[src/core/module_status_pkg.sv]
// constants, field layouts and carrier types for the module status and control bank
package module_status_pkg;

  // clocking and documented power-on bound
  localparam int unsigned CLK_HZ = 20_000_000;
  localparam int unsigned T_INIT_MS = 2000;
  localparam int unsigned INIT_CYCLES_DEF = T_INIT_MS * (CLK_HZ / 1000);

  // memory geometry
  localparam int unsigned PAGE_BYTES = 128;
  localparam int unsigned NUM_PAGES_DEF = 4;
  localparam int unsigned LANES = 4;

  // lower page byte offsets
  localparam logic [7:0] OFS_STATUS = 8'h02;
  localparam logic [7:0] OFS_LOS_FLAGS = 8'h03;
  localparam logic [7:0] OFS_TXF_FLAGS = 8'h04;
  localparam logic [7:0] OFS_TX_DISABLE = 8'h56;
  localparam logic [7:0] OFS_POWER_CTRL = 8'h5d;
  localparam logic [7:0] OFS_LOS_MASK = 8'h64;
  localparam logic [7:0] OFS_TXF_MASK = 8'h65;
  localparam logic [7:0] OFS_PAGE_SEL = 8'h7f;

  // upper page overlay of the squelch and receiver controls
  localparam logic [7:0] CTRL_PAGE = 8'h03;
  localparam logic [7:0] OFS_SQ_DISABLE = 8'hf0;
  localparam logic [7:0] OFS_RX_DISABLE = 8'hf1;

  // bit positions
  localparam int unsigned BIT_NOT_READY = 0;
  localparam int unsigned BIT_ALERT_COPY = 1;
  localparam int unsigned BIT_POWER_DOWN = 0;
  localparam int unsigned BIT_UPPER = 7;

  // reset values of the soft controls
  localparam logic [3:0] LANE_RST = 4'h0;
  localparam logic [7:0] BYTE_RST = 8'h00;
  localparam logic [7:0] PAGE_RST = 8'h00;

  // one bit per lane and direction, tx in the high nibble
  typedef struct packed {
    logic [3:0] tx;
    logic [3:0] rx;
  } lane_pair_t;

  // raw conditions arriving from the analog front end
  typedef struct packed {
    lane_pair_t los;
    logic [3:0] tx_fault;
  } lane_cond_t;

endpackage

[src/core/module_status_ctrl.sv]
// status flags, alert output, soft controls and paged management memory
//
// Summary of operation
// - after init delay clear not-ready, raise alert
// - receive loss sets flag and alert quickly
// - transmit fault sets flag and alert quickly
// - any other condition sets flag and alert
// - mask set stops flag driving alert
// - mask cleared lets flag drive alert again
// - power-down bit enters low power promptly
// - power-down cleared restores full operation
// - receive loss squelches receive output, restores after
// - transmit loss squelches optical output, restores after
// - transmit disable set turns lane off
// - transmit disable cleared turns lane on
// - receive disable set turns output off
// - receive disable cleared turns output on
// - squelch-disable set turns squelch off
// - squelch-disable cleared turns squelch on
// - one address, lower page plus upper pages
// - flags in lower page, upper pages selected
// - flags latch when set, clear on read
// - alert released soon after flag read
// - alert active low, soft copy readable
// - loss flags in byte three by lane
`timescale 1ns/1ps
`default_nettype none

module module_status_ctrl
  import module_status_pkg::*;
#(
  parameter int unsigned INIT_CYCLES = INIT_CYCLES_DEF,
  parameter int unsigned NUM_PAGES = NUM_PAGES_DEF
)
(
  // clock and reset
  input wire logic i_clk_sys,
  input wire logic i_reset_n,
  // register port
  input wire logic [7:0] i_addr,
  input wire logic [7:0] i_wdata,
  input wire logic i_wr,
  input wire logic i_rd,
  output logic [7:0] o_rdata,
  // raw lane conditions from pins
  input wire lane_cond_t i_cond,
  // datapath controls
  output logic [3:0] o_tx_out_en,
  output logic [3:0] o_rx_out_en,
  output logic o_low_power,
  output logic o_ready,
  // alert pin
  output logic o_fault_alert_n
);

  // widths of the power-on counter and of the index over all upper pages
  localparam int unsigned CNT_W = $clog2(INIT_CYCLES + 1);
  localparam int unsigned MEM_W = $clog2(NUM_PAGES * PAGE_BYTES);

  // latched flag update; the setting event wins over a clear in the same cycle
  // the same helper serves both flag bytes, the fault byte padded to eight bits
  function automatic logic [7:0] latch_flags(input logic [7:0] cur, input logic [7:0] ev, input logic clr);
    latch_flags = (clr ? BYTE_RST : cur) | ev;
  endfunction

  // one strobe at one full byte address; the whole address is compared so a lower
  // offset can never alias into an upper page
  function automatic logic addr_hit(input logic strobe, input logic [7:0] addr, input logic [7:0] ofs);
    addr_hit = strobe && (addr == ofs);
  endfunction

  // synchronisers for the raw conditions
  // each bit is an independent slow level, so no coherence across bits is needed
  lane_cond_t cond_meta_reg;
  lane_cond_t cond_reg;

  // flags, masks and controls
  // masks and controls reset to zero: everything unmasked, squelch enabled
  lane_pair_t los_flag_reg;
  logic [3:0] txf_flag_reg;
  lane_pair_t los_mask_reg;
  logic [3:0] txf_mask_reg;
  logic [3:0] tx_dis_reg;
  logic [3:0] tx_dis_prev_reg;
  logic [3:0] rx_dis_reg;
  lane_pair_t sq_dis_reg;
  logic power_down_reg;
  logic [3:0] tx_fault_state_reg;
  logic [7:0] page_sel_reg;

  // power-on sequencing
  logic [CNT_W-1:0] init_cnt_reg;
  logic not_ready_reg;
  logic init_alert_reg;

  // upper page storage; no reset, so contents are undefined until software writes them
  logic [7:0] upper_mem [NUM_PAGES * PAGE_BYTES];

  // decode helpers
  // all decode is combinational from the bus, so a strobe acts on the edge it is sampled
  logic is_upper;
  logic page_valid;
  logic ctrl_overlay;
  logic sq_dis_hit;
  logic rx_dis_hit;
  logic [MEM_W-1:0] mem_index;
  logic rd_status;
  logic rd_los;
  logic rd_txf;
  logic alert_any;
  logic [7:0] rd_mux;

  // first stage feeds only the second stage
  always_ff @(posedge i_clk_sys or negedge i_reset_n)
  begin
    if (!i_reset_n)
    begin
      cond_meta_reg <= '0;
      cond_reg <= '0;
    end
    else
    begin
      cond_meta_reg <= i_cond;
      cond_reg <= cond_meta_reg;
    end
  end

  // address decode shared by reads and writes
  always_comb
  begin
    is_upper = i_addr[BIT_UPPER];
    page_valid = (page_sel_reg < 8'(NUM_PAGES));
    ctrl_overlay = is_upper && (page_sel_reg == CTRL_PAGE) &&
                   ((i_addr == OFS_SQ_DISABLE) || (i_addr == OFS_RX_DISABLE));
    mem_index = MEM_W'(page_sel_reg) * MEM_W'(PAGE_BYTES) + MEM_W'(i_addr[6:0]);
    // the two control bytes overlaid on the control page live in registers, not in memory
    sq_dis_hit = ctrl_overlay && (i_addr == OFS_SQ_DISABLE);
    rx_dis_hit = ctrl_overlay && (i_addr == OFS_RX_DISABLE);
    // read strobes of the bytes that clear on read
    rd_status = addr_hit(i_rd, i_addr, OFS_STATUS);
    rd_los = addr_hit(i_rd, i_addr, OFS_LOS_FLAGS);
    rd_txf = addr_hit(i_rd, i_addr, OFS_TXF_FLAGS);
  end

  // power-on delay: not-ready holds until the count expires
  // the count runs once per reset; the long default sets a 2000 ms delay and widens the counter
  always_ff @(posedge i_clk_sys or negedge i_reset_n)
  begin
    if (!i_reset_n)
    begin
      init_cnt_reg <= '0;
      not_ready_reg <= 1'b1;
      init_alert_reg <= 1'b0;
    end
    else
    begin
      if (not_ready_reg)
      begin
        if (init_cnt_reg == CNT_W'(INIT_CYCLES - 1))
        begin
          not_ready_reg <= 1'b0;
          init_alert_reg <= 1'b1;
        end
        else
          init_cnt_reg <= init_cnt_reg + 1'b1;
      end
      else if (rd_status)
        init_alert_reg <= 1'b0;
    end
  end

  // latched status flags, cleared by reading their byte
  always_ff @(posedge i_clk_sys or negedge i_reset_n)
  begin
    if (!i_reset_n)
    begin
      los_flag_reg <= '0;
      txf_flag_reg <= LANE_RST;
    end
    else
    begin
      // flags are held off until the module reports ready
      // a read and a new event in one cycle keep the flag set, so no event is lost
      los_flag_reg <= not_ready_reg ? '0 : latch_flags(los_flag_reg, cond_reg.los, rd_los);
      txf_flag_reg <= not_ready_reg ? LANE_RST :
                      4'(latch_flags({4'h0, txf_flag_reg}, {4'h0, cond_reg.tx_fault}, rd_txf));
    end
  end

  // interrupt masks; a masked flag still latches and reads back, it only stops pulling the alert
  always_ff @(posedge i_clk_sys or negedge i_reset_n)
  begin
    if (!i_reset_n)
    begin
      los_mask_reg <= '0;
      txf_mask_reg <= LANE_RST;
    end
    else
    begin
      if (addr_hit(i_wr, i_addr, OFS_LOS_MASK))
        los_mask_reg <= i_wdata;
      if (addr_hit(i_wr, i_addr, OFS_TXF_MASK))
        txf_mask_reg <= i_wdata[3:0];
    end
  end

  // per-lane output disables; the receive byte sits in the control page, high nibble
  always_ff @(posedge i_clk_sys or negedge i_reset_n)
  begin
    if (!i_reset_n)
    begin
      tx_dis_reg <= LANE_RST;
      rx_dis_reg <= LANE_RST;
    end
    else
    begin
      if (addr_hit(i_wr, i_addr, OFS_TX_DISABLE))
        tx_dis_reg <= i_wdata[3:0];
      if (i_wr && rx_dis_hit)
        rx_dis_reg <= i_wdata[7:4];
    end
  end

  // squelch disables: transmit lanes in the low nibble, receive lanes in the high one,
  // the reverse of the carrier's order, so the fields are filled one by one
  always_ff @(posedge i_clk_sys or negedge i_reset_n)
  begin
    if (!i_reset_n)
      sq_dis_reg <= '0;
    else if (i_wr && sq_dis_hit)
    begin
      sq_dis_reg.tx <= i_wdata[3:0];
      sq_dis_reg.rx <= i_wdata[7:4];
    end
  end

  // power-down bit and page select; both volatile, a reset returns to full power on page 0
  always_ff @(posedge i_clk_sys or negedge i_reset_n)
  begin
    if (!i_reset_n)
    begin
      power_down_reg <= 1'b0;
      page_sel_reg <= PAGE_RST;
    end
    else
    begin
      if (addr_hit(i_wr, i_addr, OFS_POWER_CTRL))
        power_down_reg <= i_wdata[BIT_POWER_DOWN];
      if (addr_hit(i_wr, i_addr, OFS_PAGE_SEL))
        page_sel_reg <= i_wdata;
    end
  end

  // upper page storage; writes to an absent page are dropped
  always_ff @(posedge i_clk_sys)
  begin
    if (i_wr && is_upper && page_valid && !ctrl_overlay)
      upper_mem[mem_index] <= i_wdata;
  end

  // transmit fault shuts the lane until tx disable toggles with the fault gone
  // a persisting fault re-latches every cycle, so toggling alone cannot clear it
  always_ff @(posedge i_clk_sys or negedge i_reset_n)
  begin
    if (!i_reset_n)
    begin
      tx_fault_state_reg <= LANE_RST;
      tx_dis_prev_reg <= LANE_RST;
    end
    else
    begin
      tx_dis_prev_reg <= tx_dis_reg;
      tx_fault_state_reg <= cond_reg.tx_fault |
                            (tx_fault_state_reg & ~(tx_dis_reg ^ tx_dis_prev_reg));
    end
  end

  // alert combines unmasked flags with the ready announcement
  // the ready announcement is not maskable: software drops it by reading the status byte
  assign alert_any = init_alert_reg ||
                     |(los_flag_reg & ~los_mask_reg) ||
                     |(txf_flag_reg & ~txf_mask_reg);

  // alert output is active low and follows the flags one cycle later
  // registering it keeps decode glitches off the pin
  always_ff @(posedge i_clk_sys or negedge i_reset_n)
  begin
    if (!i_reset_n)
      o_fault_alert_n <= 1'b1;
    else
      o_fault_alert_n <= !alert_any;
  end

  // datapath enables; squelch only acts while not disabled
  // every enable drops while not ready or powered down, so the module stays dark until it reports ready
  always_ff @(posedge i_clk_sys or negedge i_reset_n)
  begin
    if (!i_reset_n)
    begin
      o_tx_out_en <= LANE_RST;
      o_rx_out_en <= LANE_RST;
    end
    else
    begin
      o_tx_out_en <= ~tx_dis_reg & ~tx_fault_state_reg &
                     ~(cond_reg.los.tx & ~sq_dis_reg.tx) &
                     {LANES{!power_down_reg && !not_ready_reg}};
      o_rx_out_en <= ~rx_dis_reg &
                     ~(cond_reg.los.rx & ~sq_dis_reg.rx) &
                     {LANES{!power_down_reg && !not_ready_reg}};
    end
  end

  // power level outputs; the module stays in power level 1 until it reports ready,
  // and the two outputs are always complements of each other
  always_ff @(posedge i_clk_sys or negedge i_reset_n)
  begin
    if (!i_reset_n)
    begin
      o_low_power <= 1'b1;
      o_ready <= 1'b0;
    end
    else
    begin
      o_low_power <= power_down_reg || not_ready_reg;
      o_ready <= !power_down_reg && !not_ready_reg;
    end
  end

  // read multiplexer; unmapped lower bytes read zero
  // reads have no side effect except the clear-on-read bytes handled above
  always_comb
  begin
    rd_mux = BYTE_RST;
    if (is_upper)
    begin
      if (sq_dis_hit)
        rd_mux = {sq_dis_reg.rx, sq_dis_reg.tx};
      else if (rx_dis_hit)
        rd_mux = {rx_dis_reg, 4'h0};
      else if (page_valid)
        rd_mux = upper_mem[mem_index];
    end
    else
    begin
      case (i_addr)
        OFS_STATUS:
        begin
          rd_mux[BIT_NOT_READY] = not_ready_reg;
          rd_mux[BIT_ALERT_COPY] = o_fault_alert_n;
        end
        OFS_LOS_FLAGS: rd_mux = los_flag_reg;
        OFS_TXF_FLAGS: rd_mux = {4'h0, txf_flag_reg};
        OFS_TX_DISABLE: rd_mux = {4'h0, tx_dis_reg};
        OFS_POWER_CTRL: rd_mux[BIT_POWER_DOWN] = power_down_reg;
        OFS_LOS_MASK: rd_mux = los_mask_reg;
        OFS_TXF_MASK: rd_mux = {4'h0, txf_mask_reg};
        OFS_PAGE_SEL: rd_mux = page_sel_reg;
        default: rd_mux = BYTE_RST;
      endcase
    end
  end

  // read data stands in the cycle after the strobe only
  // forcing zero between answers keeps a stale byte from being taken twice
  always_ff @(posedge i_clk_sys or negedge i_reset_n)
  begin
    if (!i_reset_n)
      o_rdata <= BYTE_RST;
    else
      o_rdata <= i_rd ? rd_mux : BYTE_RST;
  end

endmodule

`default_nettype wire

[config.mk]
export PLATFORM = sky130hd
export DESIGN_NAME = module_status_ctrl
export DESIGN_NICKNAME = d
export VERILOG_FILES = /design/src/core/module_status_pkg.sv /design/src/core/module_status_ctrl.sv
export SDC_FILE = /design/constraint.sdc
export NUM_CORES = 2
export LEC_CHECK = 0
export BUFFER_PORTS_ARGS = -buffer_cell sky130_fd_sc_hd__buf_4
export CORE_ASPECT_RATIO = 1.5
export CORE_MARGIN = 5
export CORE_UTILIZATION = 45
export DETAILED_ROUTE_END_ITERATION = 12
export PLACE_DENSITY_LB_ADDON = 0.08
export SLEW_MARGIN = 15
export SYNTH_ARGS = -nofsm -noshare
export SYNTH_HDL_FRONTEND = slang
export SYNTH_SLANG_ARGS = --single-unit
[constraint.sdc]
create_clock -name i_clk_sys -period 3.8 [get_ports i_clk_sys]
set_input_delay 0.38 -clock i_clk_sys [delete_from_list [all_inputs] [get_ports i_clk_sys]]
set_output_delay 0.38 -clock i_clk_sys [all_outputs]
set_load 0.01 [all_outputs]
After elaboration in Yosys (flattened, before gate mapping)
Memory sizes are Yosys's and may differ from the RTL's.
Cells that the tools add are included.
- register bits after elaboration: 128
- bits in writable memories: 4096
- output and inout bits: 19
- word-level logic and storage cells: 121
- memories kept: 1
- $add $sub $neg: 2
- $lt $le $gt $ge: 1
- eq/ne operators: 13
- multiplexer cells: 19
- bitwise gates (word level): 25
- reduce and logical (&&, ||, !) cells: 31
- memories (memory ; depth ; width ; read ports ; clocked after memory_dff ; write ports ; RTL line ; text):
    upper_mem ; 512 ; 8 ; 1 ; 0 ; 1 ; module_status_ctrl.sv:97 ; logic [7:0] upper_mem [NUM_PAGES * PAGE_BYTES];
- operator list (kind ; number):
    2-to-1 mux 8 bit ; 7
    == test 8 x 7 -> 1 bit, second input constant ; 5
    AND 4 bit ; 9
    NOT 4 bit ; 9
    case mux 6 bit (6 select lines) ; 1
    adder 26 x 1 -> 26 bit, second input constant ; 1
    == test 26 bit, second input constant ; 1
    == test 8 x 2 -> 1 bit, second input constant ; 3
    logical AND 1 bit ; 18
    == test 8 bit, second input constant ; 2
    adder 9 x 7 -> 9 bit ; 1
    AND 8 bit ; 1
    == test 8 x 3 -> 1 bit, second input constant ; 1
    less-than comparator 8 x 3 -> 1 bit, second input constant ; 1
    2-to-1 mux 4 bit ; 2
    NOT 8 bit ; 1
    bitwise OR 4 bit ; 2
    bitwise OR 8 bit ; 1
    case mux 1 bit (8 select lines) ; 1
    OR reduction 8 bit ; 1
    2-to-1 mux 1 bit ; 7
    case mux 1 bit (7 select lines) ; 1
    zero test 1 bit ; 4
    logical OR 1 bit ; 4
    other kinds (6) ; 7

Depth between registers and ports, before layout
- word-level depth: 8
- mapped depth: 13

Worst setup path before layout
No wires, ideal clock.
- kind: input to register
- start point: input i_addr[0]
- end point: memory upper_mem[380][0], enable pin
- library setup time: 370 ps
- data arrival time: 2526 ps
- required time: 3430 ps
- slack: 904 ps
- stages on the path: 11
- path buffers: 8
- cells stage by stage: buf_6 > buf_6 > buf_6 > buf_6 > buf_4 > buf_6 > buf_4 > nor3_1 > nand2_1 > clkbuf_1 > nor2_1
- longest elaborated chain between the ends: 7
- elaborated cells between the ends (all ways): 9
- ends and longest elaborated chain (what ; RTL line ; text):
    start, declared ; module_status_ctrl.sv:40 ; input wire logic [7:0] i_addr,
    == test 8 bit ; module_status_ctrl.sv:134 ; ((i_addr == OFS_SQ_DISABLE) || (i_addr == OFS_RX_DISABLE));
    logical OR 1 bit ; module_status_ctrl.sv:134 ;
    logical AND 1 bit ; module_status_ctrl.sv:133 ; ctrl_overlay = is_upper && (page_sel_reg == CTRL_PAGE) &&
    zero test 1 bit ; module_status_ctrl.sv:257 ; if (i_wr && is_upper && page_valid && !ctrl_overlay)
    logical AND 1 bit ; module_status_ctrl.sv:257 ;
    2-to-1 mux 1 bit ; module_status_ctrl.sv:257 ;
    2-to-1 mux 1 bit (implied by the code) ; module_status_ctrl.sv:258 ; upper_mem[mem_index] <= i_wdata;
    end, declared ; module_status_ctrl.sv:97 ;
Parallel ways exist; a longest one is shown, timed or not.

Final worst setup path
- start point: register page_sel_reg[1]
- end point: register o_rdata[4]
- longest elaborated chain between the ends: 8
- elaborated cells between the ends (all ways): 13
- ends and longest elaborated chain (what ; RTL line ; text):
    start, declared ; module_status_ctrl.sv:89 ; logic [7:0] page_sel_reg;
    start signal, assigned ; module_status_ctrl.sv:250 ; page_sel_reg <= i_wdata;
    branches (longest 5 deep; another with adder 9 x 7 -> 9 bit) ; - ;
    2-to-1 mux 8 bit * ; module_status_ctrl.sv:337 ; if (sq_dis_hit)
    2-to-1 mux 8 bit * ; module_status_ctrl.sv:335 ; if (is_upper)
    2-to-1 mux 8 bit * ; module_status_ctrl.sv:371 ; o_rdata <= i_rd ? rd_mux : BYTE_RST;
    end signal, assigned ; module_status_ctrl.sv:371 ;
    end, declared ; module_status_ctrl.sv:44 ; output logic [7:0] o_rdata,
Every way passes the cells marked *.
A chain may end at the register's enable or synchronous reset.

==> results.yml <==
status:
  outcome: "finished, final reports clean"
clock_tree:
  cts_buffers: 399
  clk_pin_slew_ns: 0.06
  clock_sinks: 4224
  insertion_delay_ns: 0.94
  cts-root-buf: "clkbuf_16"
  cts_tree: "yes"
  cts_buffer_depth: 4
  cts.htree.levels: 5
floorplan:
  die_w_um: 504
  start_util_pct: 45.2
  pin_count: 51
  fp.dieH_um: 750
  core_um2: 363000
  dieArea_um2: 378000
  num_rows: 271
worst_setup_path:
  crit_arrival_ns: 4.57
  cp-start-kind: "flip-flop"
  cp_data_required_time_ns: 4.65
  worst-path-max-fanout: 17
  crit_path_end_kind: "flip-flop"
  crit_type: "flip-flop to flip-flop"
synthesis:
  synthAdderAreaFrac_pct: 0.00761
  synth-seq-cells: 4224
  synth_edf_count: 4096
  synth_top_family_by_area: "multiplexers"
  yosysUniqueCellTypes: 88
  yosys-top-cells-area: "edfxtp_1 75%, mux4_2 14%, dfrtp_1 1.9%, mux2i_1 1.6%, nor2_1 1.4%"
  synth_compound_area_share_pct: 2.20
  synth_seq_area_share_pct: 76.8
  yosysWarnings: 0
  synth_top_area_cell: "edfxtp_1"
  synth_simple_gate_area_share_pct: 3.06
  synth_xor_area_share_pct: 0.155
  syn-instance-count: 7759
  yosysTopAreaCellShare_pct: 74.8
  avgSynthCellArea_um2: 21.2
  synth_area_um2: 164000
  async_flop_share_pct: 3.03
  synthMuxAreaShare_pct: 16.2
  synth_flop_cell: "edfxtp_1"
finish:
  final_nets: 9267
  final_area_um2: 195000
  largest_reg_flops: 4096
  drive_above_1_share_pct: 34.2
  syn2layout_area_growth_pct: 18.4
  final_common_cell: "edfxtp_1"
  final_cell_mix: "4096 x edfxtp_1, 1343 x buf_4, 1010 x mux4_2"
detailed_routing:
  ant_nets: 0
  drtIter0Drc: 10100
  vias: 87600
  viasPerCell: 6.11
  drt_wl_total_um: 543000
  drc: 0
  post_drt_wl_per_cell_um: 37.9
  firstDrtPassIters: 8
grt:
  grt_pass1_wl_um: 746000
  track_usage_pct: 28.6
  grt-ovfl-total: 0
  grt_max_degree: 146
  grt_pass1_vias: 89800
  antenna_found_initial: 32
timing:
  slew_viol_final: 0
  finalHoldViolCount: 0
  whs_ns: 0.0123
  finalWorstSetupSlack_ns: 0.0748
  max_slew.worst_pin.slew_ns: 1.15
  fmax_mhz: 268
  rsz0062_at_grt: "false"
  layout_min_cycle_time_ns: 3.73
  fin_crit_sh_pct: 98.0
  setup_viol: 0
  max-slew-margin-rel_pct: 21.3
  fin_skew_ns: 0.0439
placed_design:
  port_buffers: 50
  dp_hpwl_um: 370000
  place_congestion: 0.944
  placed_cell_area_um2: 182000
  place_ws_ns: -0.402
flow_run:
  cap_viol_max_count: 0
pwr:
  p_total_uw: 96300
  power.density_nw_per_um2: 495
  ir_drop_v: 0.000378
  p_leak_uw: 0.0643
worst_hold_path:
  hold_path_class: "input port to flip-flop"
==> cell type report <==
class	count	area (um2)
inverter	25	106
clock inverter	226	2060
timing repair buffer	1539	13700
tap	4777	5980
antenna	13	32.5
clock buffer	502	10600
sequential	4224	126000
fill	28500	169000
multi-input combinational	3045	35800
==> cells in the mapped netlist (all sizes together), types with 4 or more instances <==
master and number:
o211ai 8, xor2 5, a31oi 24, a22oi 111
edfxtp 4096, inv 24, and3b 4, nand3 88
nor3b 11, mux2 106, o22ai 72, nor2b 32
clkbuf 216, mux4 1010, or2 6, nor2 599
and3 30, a22o 14, o2111ai 7, nand2 169
mux2i 263, buf 264, o21ai 34, dfrtp 125
nor4 36, or4 7, xnor2 24, o31ai 6
nor3 70, a221oi 31, nand3b 4, nand4 35
nand2b 11, a41o 4, and2 5, a32oi 13
o32ai 8, a211oi 34, a2111oi 26, a311oi 5
a21oi 68, a21o 7
==> metrics by stage <==
stage / instances / util [%] / TNS (ns)
CTS: 14300 / 53.5 / 0
detailed placement: 13600 / 50.0 / -1.60
global placement: 13600 / 50.0 / -2.08
floorplan: 7774 / - / 0
global route: 14300 / 53.5 / 0
finish: 14400 / 53.5 / 0
==> worst paths after layout <==
path / startpoint / end / slack, ns / cells past startpoint
min in group asynchronous: i_reset_n / cond_meta_reg[1] / 0.16 / 2
max: page_sel_reg[1] / o_rdata[4] / 0.07 / 10
max reg2reg: page_sel_reg[1] / o_rdata[4] / 0.07 / 10
min reg2reg: cond_meta_reg[8] / cond_reg[8] / 0.36 / 0
max in group asynchronous: i_reset_n / o_rdata[7] / 2.73 / 3
min: i_wdata[1] / upper_mem[504][1] / 0.01 / 1
==> critical path: stages, from the launching register on <==
cell and delay (ns):
dfrtp_1 0.34, buf_4 0.27, nand3b_1 0.17, buf_4 0.27
nor2_1 0.83, a32oi_1 0.27, and3_1 0.28, o2111ai_1 0.71
buf_4 0.23, a211oi_1 0.07, a41oi_1 0.17
==> metal layers <==
layer | GRT usage, % | wire length [um] | vias to the layer above
met5 | 0 | 83 | -
met3 | 4.93 | 40600 | 987
met1 | 36.6 | 201000 | 47400
met4 | 14.5 | 33900 | 12
met2 | 47.4 | 268000 | 3993
li1 | - | - | 35300
==> power breakdown <==
group          switching, uW  total, uW  internal [uW]
clock                  17500      39600          22100
combinational           3550       5530           1970
sequential              57.1      51200          51100
total                  21100      96300          75200
==> timing repair <==
item                                   in CTS  in global routing
resized for setup                           1                  2
setup buffers                               0                  0
pin swaps                                   0                  0
setup endpoints to repair                   1                  2
hold buffers                               20                  1
endpoints found under the hold margin     285                  1
==> cell families after synthesis <==
family,Yosys count
compound gates,500
fa+ha+maj,1
other cells,1
flops,4224
buf+inv,505
simple gates,1120
xor+xnor,29
mux,1379
(Power assumes the default switching activity.)
